**src/mfr_pkg.sv**
```systemverilog
// Shared constants and carrier types for the media slot and control framer.
`default_nettype none
package mfr_pkg;
	// -------------------------------------------------------------
	// Frame octet positions.
	// -------------------------------------------------------------
	localparam logic [7:0] POS_FRAME   = 8'h00; // First octet of a frame.
	localparam logic [7:0] POS_MASK    = 8'h26; // Slot valid word, 38.
	localparam logic [7:0] POS_SLOT0   = 8'h2A; // Slot 0 first octet, 42.
	localparam logic [7:0] POS_REQ_END = 8'hA5; // Last slot request, 165.
	localparam logic [7:0] POS_SLOT_END = 8'hA9; // Slot 31 last octet, 169.
	localparam logic [7:0] POS_CTL     = 8'hAE; // Status octet, 174.
	localparam logic [7:0] POS_LEN     = 8'hB0; // Length high octet, 176.
	localparam logic [7:0] POS_CTL_END = 8'hD9; // Last payload octet, 217.
	// -------------------------------------------------------------
	// Status octet bit positions and packet sizes.
	// -------------------------------------------------------------
	localparam int unsigned BIT_CTS   = 32'h7; // Clear to send.
	localparam int unsigned BIT_RSV   = 32'h6; // Reserved, sent zero.
	localparam int unsigned BIT_VALID = 32'h5; // Packet valid flag.
	localparam int unsigned BIT_START = 32'h4; // Message start flag.
	localparam logic [11:0] LEN_PAY   = 12'h020; // Payload octets.
	localparam logic [7:0]  CTS_RESERVE = 8'h08; // Queue room kept.
	// -------------------------------------------------------------
	// Register map and reset values.
	// -------------------------------------------------------------
	localparam logic [7:0] REG_CTRL   = 8'h00; // Rate and table select.
	localparam logic [7:0] REG_STATUS = 8'h04; // Flow and queue state.
	localparam logic [7:0] REG_MAP    = 8'h80; // Slot map, one per word.
	localparam logic [3:0] CTRL_RESET = 4'h0; // Single rate, no table.
	localparam int unsigned CTRL_TAB  = 32'h3; // Table select bit.
	// -------------------------------------------------------------
	// Carrier types.
	// -------------------------------------------------------------
	typedef struct packed {
		logic [11:0] code;     // Message type code.
		logic [11:0] len;      // Message length in octets.
		logic [15:0] dst_unit; // Destination unit address.
		logic [15:0] src_unit; // Source unit address.
		logic [15:0] dst_comp; // Destination component address.
		logic [15:0] src_comp; // Source component address.
	} mfr_hdr_t;
	typedef struct packed {
		mfr_hdr_t     hdr;  // Eleven-octet header fields.
		logic [255:0] data; // Payload, first octet in the top bits.
	} mfr_pkt_t;
	typedef struct packed {
		logic [4:0] idx; // Slot number.
		logic [4:0] ch;  // Channel mapped to the slot.
		logic [4:0] seq; // Sample order of the channel in this frame.
	} mfr_slot_t;
	typedef struct packed {
		mfr_slot_t   tag;  // Slot identity.
		logic        ok;   // Slot valid flag from the frame.
		logic [31:0] data; // Slot word.
	} mfr_rxs_t;
	typedef enum logic [0:0] {MSG_IDLE, MSG_MORE} mfr_msg_t;
endpackage
`default_nettype wire

```
**src/mfr_framer.sv**
```systemverilog
// Media slot and control packet framer for one network port.
//
// Design decisions made here: strobed register access and the register addresses.
`timescale 1ns/1ps
`default_nettype none
// Notes on behaviour
// - Octets 42..169 carry thirty-two slot words.
// - Word before slots flags each valid slot.
// - Single rate maps one slot per channel.
// - Double rate gives channel n slots 2n,2n+1.
// - Quad rate groups four ascending slots.
// - Map table allows any slot count.
// - Later samples of a channel use higher slots.
// - Receiver accepts any channel interleaving.
// - Short samples left-justified, low bits zeroed.
// - One audio sample per slot word advised.
// - Non-audio bits sit at word low end.
// - Control packet octets 174..217, header then payload.
// - Twelve-bit type code in octets 174..175.
// - Code high nibble in 174 low bits.
// - Twelve-bit length in octets 176..177.
// - Spare nibble of 176 sent zero, ignored.
// - Unit then component addresses, octets 178..185.
// - Status: send-ok 7, valid 5, start 4.
// - Without valid only clear-to-send is honoured.
// - Clear-to-send belongs to this port.
// - Peer clear-to-send low stops packet issue.
// - Lower clear-to-send with eight queue places free.
// - Paused frames still sent, valid clear.
// - Resume when peer clear-to-send returns.
// - Flow control per port, both directions.
// - First packet of each message flags start.
module mfr_framer #(
	parameter int QDEPTH = 16 // Places in the receive packet queue.
) (
	input  wire logic              mclk,
	input  wire logic              rst_b,
	input  wire logic [7:0]        reg_addr,
	input  wire logic [31:0]       reg_wdata,
	input  wire logic              reg_wr,
	input  wire logic              reg_rd,
	output logic      [31:0]       reg_rdata,
	input  wire logic              tx_step,
	input  wire logic [7:0]        tx_pos,
	output logic      [7:0]        tx_data,
	output logic                   tx_own,
	input  wire logic [31:0]       tx_slot_mask,
	output logic                   tx_slot_req,
	output mfr_pkg::mfr_slot_t     tx_slot,
	input  wire logic [31:0]       tx_sample,
	input  wire logic [5:0]        tx_res,
	input  wire logic [31:0]       tx_aux,
	input  wire logic [5:0]        tx_aux_bits,
	input  wire logic              tx_ctl_valid,
	input  wire mfr_pkg::mfr_pkt_t tx_ctl_pkt,
	output logic                   tx_ctl_take,
	input  wire logic              rx_step,
	input  wire logic [7:0]        rx_pos,
	input  wire logic [7:0]        rx_octet,
	output logic                   rx_slot_vld,
	output mfr_pkg::mfr_rxs_t      rx_slot,
	output logic                   rx_pkt_vld,
	output mfr_pkg::mfr_pkt_t      rx_pkt,
	output logic                   rx_first,
	output logic                   rx_last,
	output logic      [5:0]        rx_count,
	input  wire logic              rx_ctl_pop
);
	// -------------------------------------------------------------
	// Helper functions.
	// -------------------------------------------------------------
	// Channel of a slot: default rate map or the software table.
	function automatic logic [4:0] slot_ch(input logic [4:0] slot,
		input logic [3:0] ctrl, input logic [4:0] tch);
		if (ctrl[mfr_pkg::CTRL_TAB]) begin
			return tch;
		end
		return slot >> ctrl[2:0];
	endfunction

	// Mask with the low n bits set.
	function automatic logic [31:0] low_mask(input logic [5:0] n);
		if (n >= 6'h20) begin
			return 32'hFFFFFFFF;
		end
		return (32'h00000001 << n) - 32'h00000001;
	endfunction

	// Octets of a message that one packet carries.
	function automatic logic [5:0] chunk(input logic [11:0] n);
		return (n > mfr_pkg::LEN_PAY) ? 6'h20 : n[5:0];
	endfunction

	// -------------------------------------------------------------
	// Registers and state.
	// -------------------------------------------------------------
	logic [3:0]         ctrl_q;     // Rate in [2:0], table in [3].
	logic [7:0]         occ_q;      // Receive queue occupancy.
	logic               peer_cts_q; // Clear to send from the neighbour.
	logic               send_q;     // This frame carries a packet.
	logic               start_q;    // This packet starts a message.
	mfr_pkg::mfr_pkt_t  pkt_q;      // Packet held for this frame.
	mfr_pkg::mfr_msg_t  msg_q;      // Outgoing message progress.
	logic [11:0]        rem_q;      // Outgoing octets still to send.
	logic [31:0]        word_q;     // Next outgoing slot word.
	logic               wait_q;     // Slot word arrives this cycle.
	logic [31:0]        rmask_q;    // Incoming slot valid word.
	logic [23:0]        rword_q;    // Incoming slot word so far.
	logic [343:0]       rctl_q;     // Incoming control octets so far.
	mfr_pkg::mfr_msg_t  rmsg_q;     // Incoming message progress.
	logic [11:0]        rrem_q;     // Incoming octets still due.

	// -------------------------------------------------------------
	// Transmit position decode.
	// -------------------------------------------------------------
	wire logic [7:0] sub_m   = tx_pos - mfr_pkg::POS_MASK;
	wire logic [7:0] sub_s   = tx_pos - mfr_pkg::POS_SLOT0;
	wire logic [7:0] sub_c   = tx_pos - mfr_pkg::POS_CTL;
	wire logic       in_mask = tx_pos >= mfr_pkg::POS_MASK &&
		tx_pos < mfr_pkg::POS_SLOT0;
	wire logic       in_slot = tx_pos >= mfr_pkg::POS_SLOT0 &&
		tx_pos <= mfr_pkg::POS_SLOT_END;
	wire logic       in_ctl  = tx_pos >= mfr_pkg::POS_CTL &&
		tx_pos <= mfr_pkg::POS_CTL_END;
	wire logic       in_req  = tx_pos >= mfr_pkg::POS_MASK &&
		tx_pos <= mfr_pkg::POS_REQ_END && sub_m[1:0] == 2'h3;
	wire logic       tx_sof  = tx_step && tx_pos == mfr_pkg::POS_FRAME;

	// -------------------------------------------------------------
	// Flow control decode.
	// -------------------------------------------------------------
	// Own clear to send drops while only the reserve is left.
	wire logic local_cts = (8'(QDEPTH) - occ_q) > mfr_pkg::CTS_RESERVE;
	wire logic issue     = tx_sof && tx_ctl_valid && peer_cts_q;

	// -------------------------------------------------------------
	// Slot mapping, shared table.
	// -------------------------------------------------------------
	logic [4:0] tch_tx; // Table entry for the slot requested.
	logic [4:0] tch_rx; // Table entry for the slot received.
	logic [4:0] tch_rd; // Table entry for a register read.
	logic [4:0] seq_tx; // Order of the requested sample.
	logic [4:0] seq_rx; // Order of the received sample.
	wire logic [7:0] rsub_m = rx_pos - mfr_pkg::POS_MASK;
	wire logic [7:0] rsub_s = rx_pos - mfr_pkg::POS_SLOT0;
	wire logic [4:0] ch_tx  = slot_ch(sub_m[6:2], ctrl_q, tch_tx);
	wire logic [4:0] ch_rx  = slot_ch(rsub_s[6:2], ctrl_q, tch_rx);
	wire logic map_we = reg_wr && reg_addr[7] && reg_addr[1:0] == 2'h0;

	mfr_slot_map u_map (
		.mclk  (mclk),
		.rst_b (rst_b),
		.we    (map_we),
		.waddr (reg_addr[6:2]),
		.wdata (reg_wdata[4:0]),
		.ra    (sub_m[6:2]),
		.rb    (rsub_s[6:2]),
		.rc    (reg_addr[6:2]),
		.qa    (tch_tx),
		.qb    (tch_rx),
		.qc    (tch_rd)
	);

	// Sample order per channel keeps later samples in later slots.
	mfr_order u_tx_order (
		.mclk  (mclk),
		.rst_b (rst_b),
		.clr   (tx_sof),
		.step  (tx_step && in_req),
		.ch    (ch_tx),
		.seq   (seq_tx)
	);

	// -------------------------------------------------------------
	// Transmit octet selection.
	// -------------------------------------------------------------
	// Short samples sit at the top; status bits take the low end.
	wire logic [5:0]  shamt  = 6'h20 - tx_res;
	wire logic [31:0] word_d = (tx_sample << shamt) |
		(tx_aux & low_mask(tx_aux_bits));
	wire logic [3:0]  code_hi = send_q ? pkt_q.hdr.code[11:8] : 4'h0;
	wire logic [7:0]  st_oct = {local_cts, 1'b0, send_q,
		send_q && start_q, code_hi};
	wire logic [343:0] body = {pkt_q.hdr.code[7:0], 4'h0,
		pkt_q.hdr.len, pkt_q.hdr.dst_unit, pkt_q.hdr.src_unit,
		pkt_q.hdr.dst_comp, pkt_q.hdr.src_comp, pkt_q.data};
	wire logic [351:0] ctl_vec = {st_oct, send_q ? body : 344'h0};
	wire logic [351:0] ctl_sh  = ctl_vec << {sub_c[5:0], 3'h0};
	wire logic [31:0]  mask_sh = tx_slot_mask << {sub_m[1:0], 3'h0};
	wire logic [31:0]  word_sh = word_q << {sub_s[1:0], 3'h0};
	wire logic [7:0]   oct_d = in_mask ? mask_sh[31:24] :
		in_slot ? word_sh[31:24] :
		in_ctl ? ctl_sh[351:344] : 8'h00;

	// Octet output follows each position step by one cycle.
	always_ff @(posedge mclk) begin
		if (!rst_b) begin
			tx_data <= 8'h00;
			tx_own  <= 1'b0;
		end else if (tx_step) begin
			tx_data <= oct_d;
			tx_own  <= in_mask || in_slot || in_ctl;
		end
	end

	// A slot word is asked for on the octet before it goes out, so the
	// word being sent is never replaced in the middle of its slot while steps come at most every other cycle.
	always_ff @(posedge mclk) begin
		if (!rst_b) begin
			tx_slot_req <= 1'b0;
			tx_slot     <= '0;
			wait_q      <= 1'b0;
			word_q      <= 32'h00000000;
		end else begin
			tx_slot_req <= tx_step && in_req;
			wait_q      <= tx_step && in_req;
			if (tx_step && in_req) begin
				tx_slot <= '{idx: sub_m[6:2], ch: ch_tx, seq: seq_tx};
			end
			if (wait_q) begin
				word_q <= word_d;
			end
		end
	end

	// -------------------------------------------------------------
	// Outgoing packet issue and message progress.
	// -------------------------------------------------------------
	// Decided once per frame; a paused frame still goes out.
	always_ff @(posedge mclk) begin
		if (!rst_b) begin
			send_q      <= 1'b0;
			start_q     <= 1'b0;
			pkt_q       <= '0;
			msg_q       <= mfr_pkg::MSG_IDLE;
			rem_q       <= 12'h000;
			tx_ctl_take <= 1'b0;
		end else begin
			tx_ctl_take <= issue;
			if (tx_sof) begin
				send_q <= issue;
			end
			if (issue) begin
				pkt_q <= tx_ctl_pkt;
				unique case (msg_q)
					// A new message always opens with the start flag.
					mfr_pkg::MSG_IDLE: begin
						start_q <= 1'b1;
						if (tx_ctl_pkt.hdr.len > mfr_pkg::LEN_PAY) begin
							rem_q <= tx_ctl_pkt.hdr.len - mfr_pkg::LEN_PAY;
							msg_q <= mfr_pkg::MSG_MORE;
						end
					end
					// Continuations run until the length is used up.
					mfr_pkg::MSG_MORE: begin
						start_q <= 1'b0;
						if (rem_q > mfr_pkg::LEN_PAY) begin
							rem_q <= rem_q - mfr_pkg::LEN_PAY;
						end else begin
							rem_q <= 12'h000;
							msg_q <= mfr_pkg::MSG_IDLE;
						end
					end
				endcase
			end
		end
	end

	// -------------------------------------------------------------
	// Receive side.
	// -------------------------------------------------------------
	wire logic r_mask = rx_pos >= mfr_pkg::POS_MASK &&
		rx_pos < mfr_pkg::POS_SLOT0;
	wire logic r_slot = rx_pos >= mfr_pkg::POS_SLOT0 &&
		rx_pos <= mfr_pkg::POS_SLOT_END;
	wire logic r_ctl  = rx_pos >= mfr_pkg::POS_CTL &&
		rx_pos <= mfr_pkg::POS_CTL_END;
	wire logic r_emit = rx_step && r_slot && rsub_s[1:0] == 2'h3;
	wire logic r_sof  = rx_step && rx_pos == mfr_pkg::POS_FRAME;
	wire logic [351:0] full = {rctl_q, rx_octet};
	// Only the status octet is trusted unless the valid flag is set.
	wire logic r_done = rx_step && rx_pos == mfr_pkg::POS_CTL_END &&
		full[344 + mfr_pkg::BIT_VALID];
	wire logic        r_start = full[344 + mfr_pkg::BIT_START];
	wire logic [11:0] r_len = {full[331:328], full[327:320]};
	// A continuation with no open message is taken as a lone piece.
	wire logic [11:0] r_n = r_start ? r_len :
		(rmsg_q == mfr_pkg::MSG_MORE) ? rrem_q : mfr_pkg::LEN_PAY;
	wire logic        r_end = r_n <= mfr_pkg::LEN_PAY;

	mfr_order u_rx_order (
		.mclk  (mclk),
		.rst_b (rst_b),
		.clr   (r_sof),
		.step  (r_emit),
		.ch    (ch_rx),
		.seq   (seq_rx)
	);

	// Slot words are gathered octet by octet, top octet first.
	always_ff @(posedge mclk) begin
		if (!rst_b) begin
			rmask_q     <= 32'h00000000;
			rword_q     <= 24'h000000;
			rctl_q      <= '0;
			rx_slot_vld <= 1'b0;
			rx_slot     <= '0;
		end else begin
			rx_slot_vld <= r_emit;
			if (rx_step && r_mask) begin
				rmask_q <= {rmask_q[23:0], rx_octet};
			end
			if (rx_step && r_slot) begin
				rword_q <= {rword_q[15:0], rx_octet};
			end
			if (rx_step && r_ctl) begin
				rctl_q <= {rctl_q[335:0], rx_octet};
			end
			if (r_emit) begin
				rx_slot.tag  <= '{idx: rsub_s[6:2], ch: ch_rx, seq: seq_rx};
				rx_slot.ok   <= rmask_q[rsub_s[6:2]];
				rx_slot.data <= {rword_q, rx_octet};
			end
		end
	end

	// Neighbour clear to send is taken from every frame.
	always_ff @(posedge mclk) begin
		if (!rst_b) begin
			peer_cts_q <= 1'b0;
		end else if (rx_step && rx_pos == mfr_pkg::POS_CTL) begin
			peer_cts_q <= rx_octet[mfr_pkg::BIT_CTS];
		end
	end

	// Packet delivery and reassembly by start flag and length.
	always_ff @(posedge mclk) begin
		if (!rst_b) begin
			rx_pkt_vld <= 1'b0;
			rx_pkt     <= '0;
			rx_first   <= 1'b0;
			rx_last    <= 1'b0;
			rx_count   <= 6'h00;
			rmsg_q     <= mfr_pkg::MSG_IDLE;
			rrem_q     <= 12'h000;
		end else begin
			rx_pkt_vld <= r_done;
			if (r_done) begin
				rx_pkt <= '{hdr: '{code: {full[347:344], full[343:336]},
					len: r_len, dst_unit: full[319:304],
					src_unit: full[303:288], dst_comp: full[287:272],
					src_comp: full[271:256]}, data: full[255:0]};
				rx_first <= r_start;
				rx_last  <= r_end;
				rx_count <= chunk(r_n);
				rmsg_q   <= r_end ? mfr_pkg::MSG_IDLE : mfr_pkg::MSG_MORE;
				rrem_q   <= r_end ? 12'h000 : r_n - mfr_pkg::LEN_PAY;
			end
		end
	end

	// Queue occupancy; the user pops each packet it has taken.
	always_ff @(posedge mclk) begin
		if (!rst_b) begin
			occ_q <= 8'h00;
		end else if (r_done && !(rx_ctl_pop && occ_q != 8'h00)) begin
			occ_q <= (occ_q < 8'(QDEPTH)) ? occ_q + 8'h01 : occ_q;
		end else if (!r_done && rx_ctl_pop && occ_q != 8'h00) begin
			occ_q <= occ_q - 8'h01;
		end
	end

	// -------------------------------------------------------------
	// Register port.
	// -------------------------------------------------------------
	wire logic [31:0] status = {16'h0000, occ_q, 6'h00,
		local_cts, peer_cts_q};
	wire logic map_we_rd = reg_addr[7] && reg_addr[1:0] == 2'h0;
	wire logic [31:0] rd_mux =
		(reg_addr == mfr_pkg::REG_CTRL) ? {28'h0000000, ctrl_q} :
		(reg_addr == mfr_pkg::REG_STATUS) ? status :
		map_we_rd ? {27'h0000000, tch_rd} : 32'h00000000;

	// Read data stands only in the cycle after the strobe.
	always_ff @(posedge mclk) begin
		if (!rst_b) begin
			ctrl_q    <= mfr_pkg::CTRL_RESET;
			reg_rdata <= 32'h00000000;
		end else begin
			reg_rdata <= reg_rd ? rd_mux : 32'h00000000;
			if (reg_wr && reg_addr == mfr_pkg::REG_CTRL) begin
				ctrl_q <= reg_wdata[3:0];
			end
		end
	end
endmodule // mfr_framer
`default_nettype wire

```
**src/mfr_slot_map.sv**
```systemverilog
// Slot to channel table, writable, with three read ports.
`timescale 1ns/1ps
`default_nettype none
module mfr_slot_map (
	input  wire logic       mclk,
	input  wire logic       rst_b,
	input  wire logic       we,
	input  wire logic [4:0] waddr,
	input  wire logic [4:0] wdata,
	input  wire logic [4:0] ra,
	input  wire logic [4:0] rb,
	input  wire logic [4:0] rc,
	output logic      [4:0] qa,
	output logic      [4:0] qb,
	output logic      [4:0] qc
);
	// -------------------------------------------------------------
	// Table storage.
	// -------------------------------------------------------------
	logic [4:0] map_q [32]; // Channel number per slot.

	// Reads are combinational so lookups cost no latency.
	assign qa = map_q[ra];
	assign qb = map_q[rb];
	assign qc = map_q[rc];

	// Reset gives the identity map; writes replace one entry.
	always_ff @(posedge mclk) begin
		if (!rst_b) begin
			for (int i = 0; i < 32; i++) begin
				map_q[i] <= 5'(i);
			end
		end else if (we) begin
			map_q[waddr] <= wdata;
		end
	end
endmodule // mfr_slot_map
`default_nettype wire

```
**src/mfr_order.sv**
```systemverilog
// Per-channel sample order counters, cleared at each frame start.
`timescale 1ns/1ps
`default_nettype none
module mfr_order (
	input  wire logic       mclk,
	input  wire logic       rst_b,
	input  wire logic       clr,
	input  wire logic       step,
	input  wire logic [4:0] ch,
	output logic      [4:0] seq
);
	// -------------------------------------------------------------
	// Counters.
	// -------------------------------------------------------------
	logic [4:0] cnt_q [32]; // Samples of each channel seen so far.

	// Order of the sample now being placed, before counting it.
	assign seq = cnt_q[ch];

	// Clearing wins over a step, since a new frame starts at zero.
	always_ff @(posedge mclk) begin
		if (!rst_b || clr) begin
			for (int i = 0; i < 32; i++) begin
				cnt_q[i] <= 5'h00;
			end
		end else if (step) begin
			cnt_q[ch] <= cnt_q[ch] + 5'h01;
		end
	end
endmodule // mfr_order
`default_nettype wire

```
**config.mk**
```make
export PLATFORM = sky130hd
export DESIGN_NAME = mfr_framer
export DESIGN_NICKNAME = d
export VERILOG_FILES = /design/src/mfr_pkg.sv /design/src/mfr_framer.sv /design/src/mfr_slot_map.sv /design/src/mfr_order.sv
export SDC_FILE = /design/constraint.sdc
export NUM_CORES = 2
export LEC_CHECK = 0
export ABC_CLOCK_PERIOD_IN_PS = 13300
export BUFFER_PORTS_ARGS = -buffer_cell sky130_fd_sc_hd__buf_4
export CAP_MARGIN = 20
export CORE_UTILIZATION = 54
export DETAILED_ROUTE_END_ITERATION = 7
export MAX_ROUTING_LAYER = met4
export PLACE_DENSITY = 0.72
export SLEW_MARGIN = 20
export SYNTH_ARGS = -nofsm -noshare
export SYNTH_HDL_FRONTEND = slang
export SYNTH_HIERARCHICAL = 1
export SYNTH_SLANG_ARGS = --single-unit
```
**constraint.sdc**
```tcl
create_clock -name mclk -period 13.3 [get_ports mclk]
set_input_delay 2.66 -clock mclk [delete_from_list [all_inputs] [get_ports mclk]]
set_output_delay 2.66 -clock mclk [all_outputs]
set_load 0.1 [all_outputs]
```
**Word-level counts from Yosys, hierarchy flattened**

Memory sizes are Yosys's and may differ from the RTL's.
Cells that the tools add are included.

- Memories kept: 3
- Flip-flop bits (word level): 1275
- Output and inout port bits: 460
- Logic and storage cells: 213
- Memory bits (writable): 480

- Reductions and logical operators: 51
- Mux-type cells: 56
- Shift operators: 7
- Order comparisons: 21
- Bitwise gates (word level): 6
- Equality and inequality tests: 7
- Add/subtract/negate cells: 14

Memory list:

| memory | words | bits a word | read ports | clocked after Yosys merged registers in | write ports | RTL line | text |
|---|---|---|---|---|---|---|---|
| u_map.map_q | 32 | 5 | 3 | 0 | 32 | mfr_slot_map.sv:20 | `logic [4:0] map_q [32];` |
| u_rx_order.cnt_q | 32 | 5 | 1 | 0 | 32 | mfr_order.sv:15 | `logic [4:0] cnt_q [32];` |
| u_tx_order.cnt_q | 32 | 5 | 1 | 0 | 32 | mfr_order.sv:15 |  |

Operators with widths:

| cell | number |
|---|---|
| $shl 352x9->352 | 1 |
| $mux 344 | 1 |
| $mux 32 | 2 |
| $shl 32x5->32 | 2 |
| $mux 12 | 5 |
| $mux 5 | 11 |
| $mux 8 | 6 |
| $le 8x8->1 const B | 5 |
| $gt 12x6->1 const B | 3 |
| $sub 12x6->12 const B | 3 |
| $and 32x32->32 | 1 |
| $ge 8x6->1 const B | 4 |
| $or 32x32->32 | 1 |
| $shl 1x6->32 const A | 1 |
| $shl 32x6->32 | 1 |
| $sub 32x1->32 const B | 1 |
| $logic_and 1x1->1 | 29 |
| $logic_not 8->1 | 3 |
| $pmux 12 s2 | 1 |
| $mux 1 | 23 |
| $reduce_or 5->1 | 4 |
| $eq 8x8->1 const B | 2 |
| $ge 8x8->1 const B | 2 |
| $lt 8x6->1 const B | 2 |
| other kinds (32) | 48 |

**Depth between registers and ports, before layout**

- Depth after elaboration: 9
- Mapped depth: 25
- Depth with buffers taken out: 16

**Hierarchy**

Netlist, hierarchy kept.

Modules (own cells, without submodules):

| module | area each (um^2) | cells each | times used |
|---|---|---|---|
| mfr_framer | 51210.4 | 6281 | 1 |
| mfr_order | 7807.5 | 555 | 2 |
| mfr_slot_map | 10039.6 | 633 | 1 |

**Least setup slack after synthesis**

OpenSTA, ideal clock, no wires.

- Kind: input -> register
- From: input tx_pos[1]
- To: memory u_tx_order.cnt_q[10][2], data pin
- Slack: 4784 ps
- Required time: 13041 ps
- Data arrival time: 8257 ps
- Setup time: 259 ps
- Stages: 24
- Cell sequence: ha_1 -> buf_2 -> xor2_1 -> inv_2 -> clkbuf_1 -> buf_1 -> buf_2 -> buf_6 -> mux4_2 -> mux4_2 -> mux2_2 -> a221o_1 -> a21oi_1 -> inv_1 -> buf_6 -> buf_6 -> mux4_2 -> a22oi_1 -> nand4_2 -> clkbuf_1 -> ha_1 -> xnor2_2 -> buf_2 -> nor2_1

RTL lines:

| what | RTL line | text |
|---|---|---|
| start, declared | mfr_framer.sv:44 | `input wire logic [7:0] tx_pos,` |
| end, declared | mfr_order.sv:15 |  |

==> out/qor.yml <==
post_drt_wl_per_cell_um: 23.2
crit_path_end_kind: "register"
netlist_area_sq_um: 76900
p_clk_frac: 0.428
vdd_drop_max_uv: 108
cp-start-kind: "input port"
ys_seq_elements: 1736
hold_viol_final: 0
yosysWarnings: 6
cp.required_ps: 13840
finalWorstSetupSlack_ps: 3610
ys_seq_area_frac: 0.515
grt_overflow: 0
cts_resized: 0
grt_pass1_wl_um: 360000
min_path_type: "reg2reg"
fin_cells: 10600
die_w_um: 379
sw_frac_of_total: 0.254
core_sq_um: 141000
wl_um: 247000
slew_headroom: 0.114
globalRouteTotalUtil: 0.341
n_fill_cell: 11600
combPwrFrac: 0.111
sequentialPowerShare: 0.462
synthFlopType: "dfxtp_1"
async_flop_share: 0
clock_latency_ps: 820
crit_path_max_fanout: 44
cts.path.max_buffers: 3
cts_root_buf: "clkbuf_16"
crit_type: "in2reg"
drive_gt1_frac: 0.219
drc: 0
synth_edf_count: 480
period_share: 0.729
netlist_instances: 8024
setup_viol: 0
place_ws_ps: 2820
grt_pass1_vias: 58000
cts_buffers: 177
rsz0062_at_grt: "false"
power_density_nw_per_um2: 134
p_leak_nw: 32.1
ant_nets: 0
place_congestion: 0.930
max-cap-violations: 0
clk_pin_slew_ps: 60
io_pins: 984
initial_utilization: 0.544
drt_iter0_markers: 6894
status: "finished, final reports clean"
cp.arrival_ps: 10230
synthDistinctLibCells: 99
avgSynthCellArea_sq_um: 9.58
firstDrtPassIters: 7
nets: 9100
cts_tree: "built"
die_h_um: 379
antenna_found_initial: 32
p_int_w: 0.00899
p_switching_w: 0.00307
fmaxAchievable_mhz: 103
via_per_inst: 5.92
post_cts_buffers: 0
dpl.hpwl_um: 171000
rows: 138
area_growth_pct: 17.4
cts.sinks: 1736
dieArea_sq_um: 144000
num_vias: 62900
total_power_w: 0.0121
fin_setup_tns_ps: 0
layout_min_cycle_time_ps: 9690
holdBufCountCts: 0
grt_max_degree: 252
skew_ps: 55.3
h-tree-depth: 4
dp_cells: 10300
tightestPinTransition_ps: 1330
slew_violations: 0
port_buffers: 937
==> worst max-delay path, stage by stage <==
cell	delay (ps)
buf_6	400
ha_2	410
xor2_4	150
buf_4	490
inv_4	440
mux4_2	600
mux4_2	520
mux2_2	320
a221o_1	350
a21oi_1	230
inv_2	50
buf_4	340
mux4_2	510
a22oi_1	330
nand4_1	130
or3_1	450
ha_1	340
a31oi_4	860
buf_4	390
nor3_2	80
==> synthesized netlist by cell type, types with 50 or more instances <==
cell	n	area, sq um
edfxtp_1	480	14400
nand2_1	2457	9220
a22oi_1	62	465
nor3_1	54	270
buf_4	50	375
mux2i_1	139	1390
nor3_2	121	1210
clkbuf_1	369	1390
mux4_2	356	8020
or3_1	78	488
o21ai_0	139	696
buf_2	217	1090
and2_1	95	594
nor2_1	344	1290
dfxtp_1	1256	25100
nand3_1	54	270
and3_1	81	507
a21oi_1	1170	5860
==> through the flow <==
stage          cell area [sq um]  hold slack (ps)  utilization
2_1_floorplan              76900              427            -
3_3_place_gp               84000              434        0.594
5_1_grt                    90200              457        0.638
4_1_cts                    90100              428        0.637
6_report                   90200              427        0.638
3_5_place_dp               84000              442        0.594
==> per-layer routing <==
metal / vias to the layer above / track usage / share of wire
met2: 2975 / 0.513 / 0.46
met5: - / - / 0
met4: 0 / 0.202 / 0.066
met3: 548 / 0.0780 / 0.090
met1: 30500 / 0.419 / 0.38
li1: 28900 / - / -
==> state kept, by name, summed over array words and instances, names as in the netlist, 6 cells and up <==
signal and cells:
u_rx_order/cnt_q 160, rx_count 6, u_tx_order/cnt_q 160, rrem_q 12, tx_data 8, reg_rdata 13, rctl_q 342, occ_q 8
rmask_q 32, rem_q 12, tx_slot 15, u_map/map_q 160, word_q 32, rx_slot 48, rx_pkt 344, body 340
rword_q 24
==> cells by family after synthesis <==
logic type               Yosys count  share of synthesized area
flip-flops                      1736                      0.515
buffers and inverters            735                     0.0453
AO/OA/AOI/OAI                   1558                      0.111
adder cells (fa/ha/maj)           18                    0.00303
XOR/XNOR                          30                    0.00396
AND/OR/NAND/NOR                 3415                      0.194
other                              1                  0.0000488
multiplexers                     531                      0.128
==> power groups by stage <==
stage | logic, W | registers, W | clock network (W)
6_report | 0.00134 | 0.00557 | 0.00516
5_1_grt | 0.00141 | 0.00557 | 0.00542
4_1_cts | 0.00132 | 0.00556 | 0.00521
3_5_place_dp | 0.00132 | 0.00568 | 0
3_3_place_gp | 0.00130 | 0.00567 | 0
2_1_floorplan | 0.000877 | 0.00569 | 0
==> final timing paths <==
path                                    start                                     to  slack, ps  cells past startpoint
max reg2reg  u_map/map_q[28][0]$_SDFFCE_PN0P_  u_tx_order/cnt_q[13][4]$_SDFFCE_PN0P_       7120                     15
min reg2reg           rctl_q[32]$_SDFFE_PN0P_                rctl_q[40]$_SDFFE_PN0P_        430                      2
max                                 tx_pos[1]  u_tx_order/cnt_q[13][4]$_SDFFCE_PN0P_       3610                     20
min                   rctl_q[32]$_SDFFE_PN0P_                rctl_q[40]$_SDFFE_PN0P_        430                      2
==> placed cells by master (no fill, tap or decap), types with 10 or more instances in the layout <==
| cell | n |
|---|---|
| o211ai_1 | 13 |
| a31oi_1 | 28 |
| and3_1 | 80 |
| a22oi_1 | 62 |
| nor3b_1 | 10 |
| dfxtp_1 | 1255 |
| and2_1 | 95 |
| conb_1 | 19 |
| mux2i_1 | 138 |
| nand2_1 | 2456 |
| nand3b_1 | 10 |
| nor2_1 | 343 |
| a211oi_1 | 13 |
| a21oi_1 | 1168 |
| nor4b_1 | 10 |
| clkinv_2 | 30 |
| clkbuf_1 | 37 |
| edfxtp_1 | 480 |
| nand3_1 | 54 |
| nand2b_1 | 16 |
| or3_1 | 78 |
| o22ai_1 | 14 |
| bufinv_16 | 13 |
| a21o_1 | 11 |
| clkbuf_16 | 180 |
| mux4_2 | 356 |
| mux2_2 | 36 |
| ha_1 | 16 |
| diode_2 | 26 |
| nor4_1 | 10 |
| xnor2_1 | 15 |
| buf_4 | 1014 |
| clkbuf_8 | 40 |
| nor3_2 | 126 |
| inv_1 | 42 |
| o21ai_0 | 138 |
| nor3_1 | 48 |
| nor2b_1 | 11 |
==> layout make-up <==
cell class,instances,area (sq um),share of cell area
sequential,1736,39600,0.438
multi-input combinational,5571,34100,0.378
timing repair buffer,1024,7790,0.0863
clock buffer,259,5210,0.0577
tap,1890,2360,0.0262
clock inverter,72,930,0.0103
inverter,48,190,0.00211
antenna,26,65.1,0.000721
Note: power is estimated with default switching activity, not from simulation.
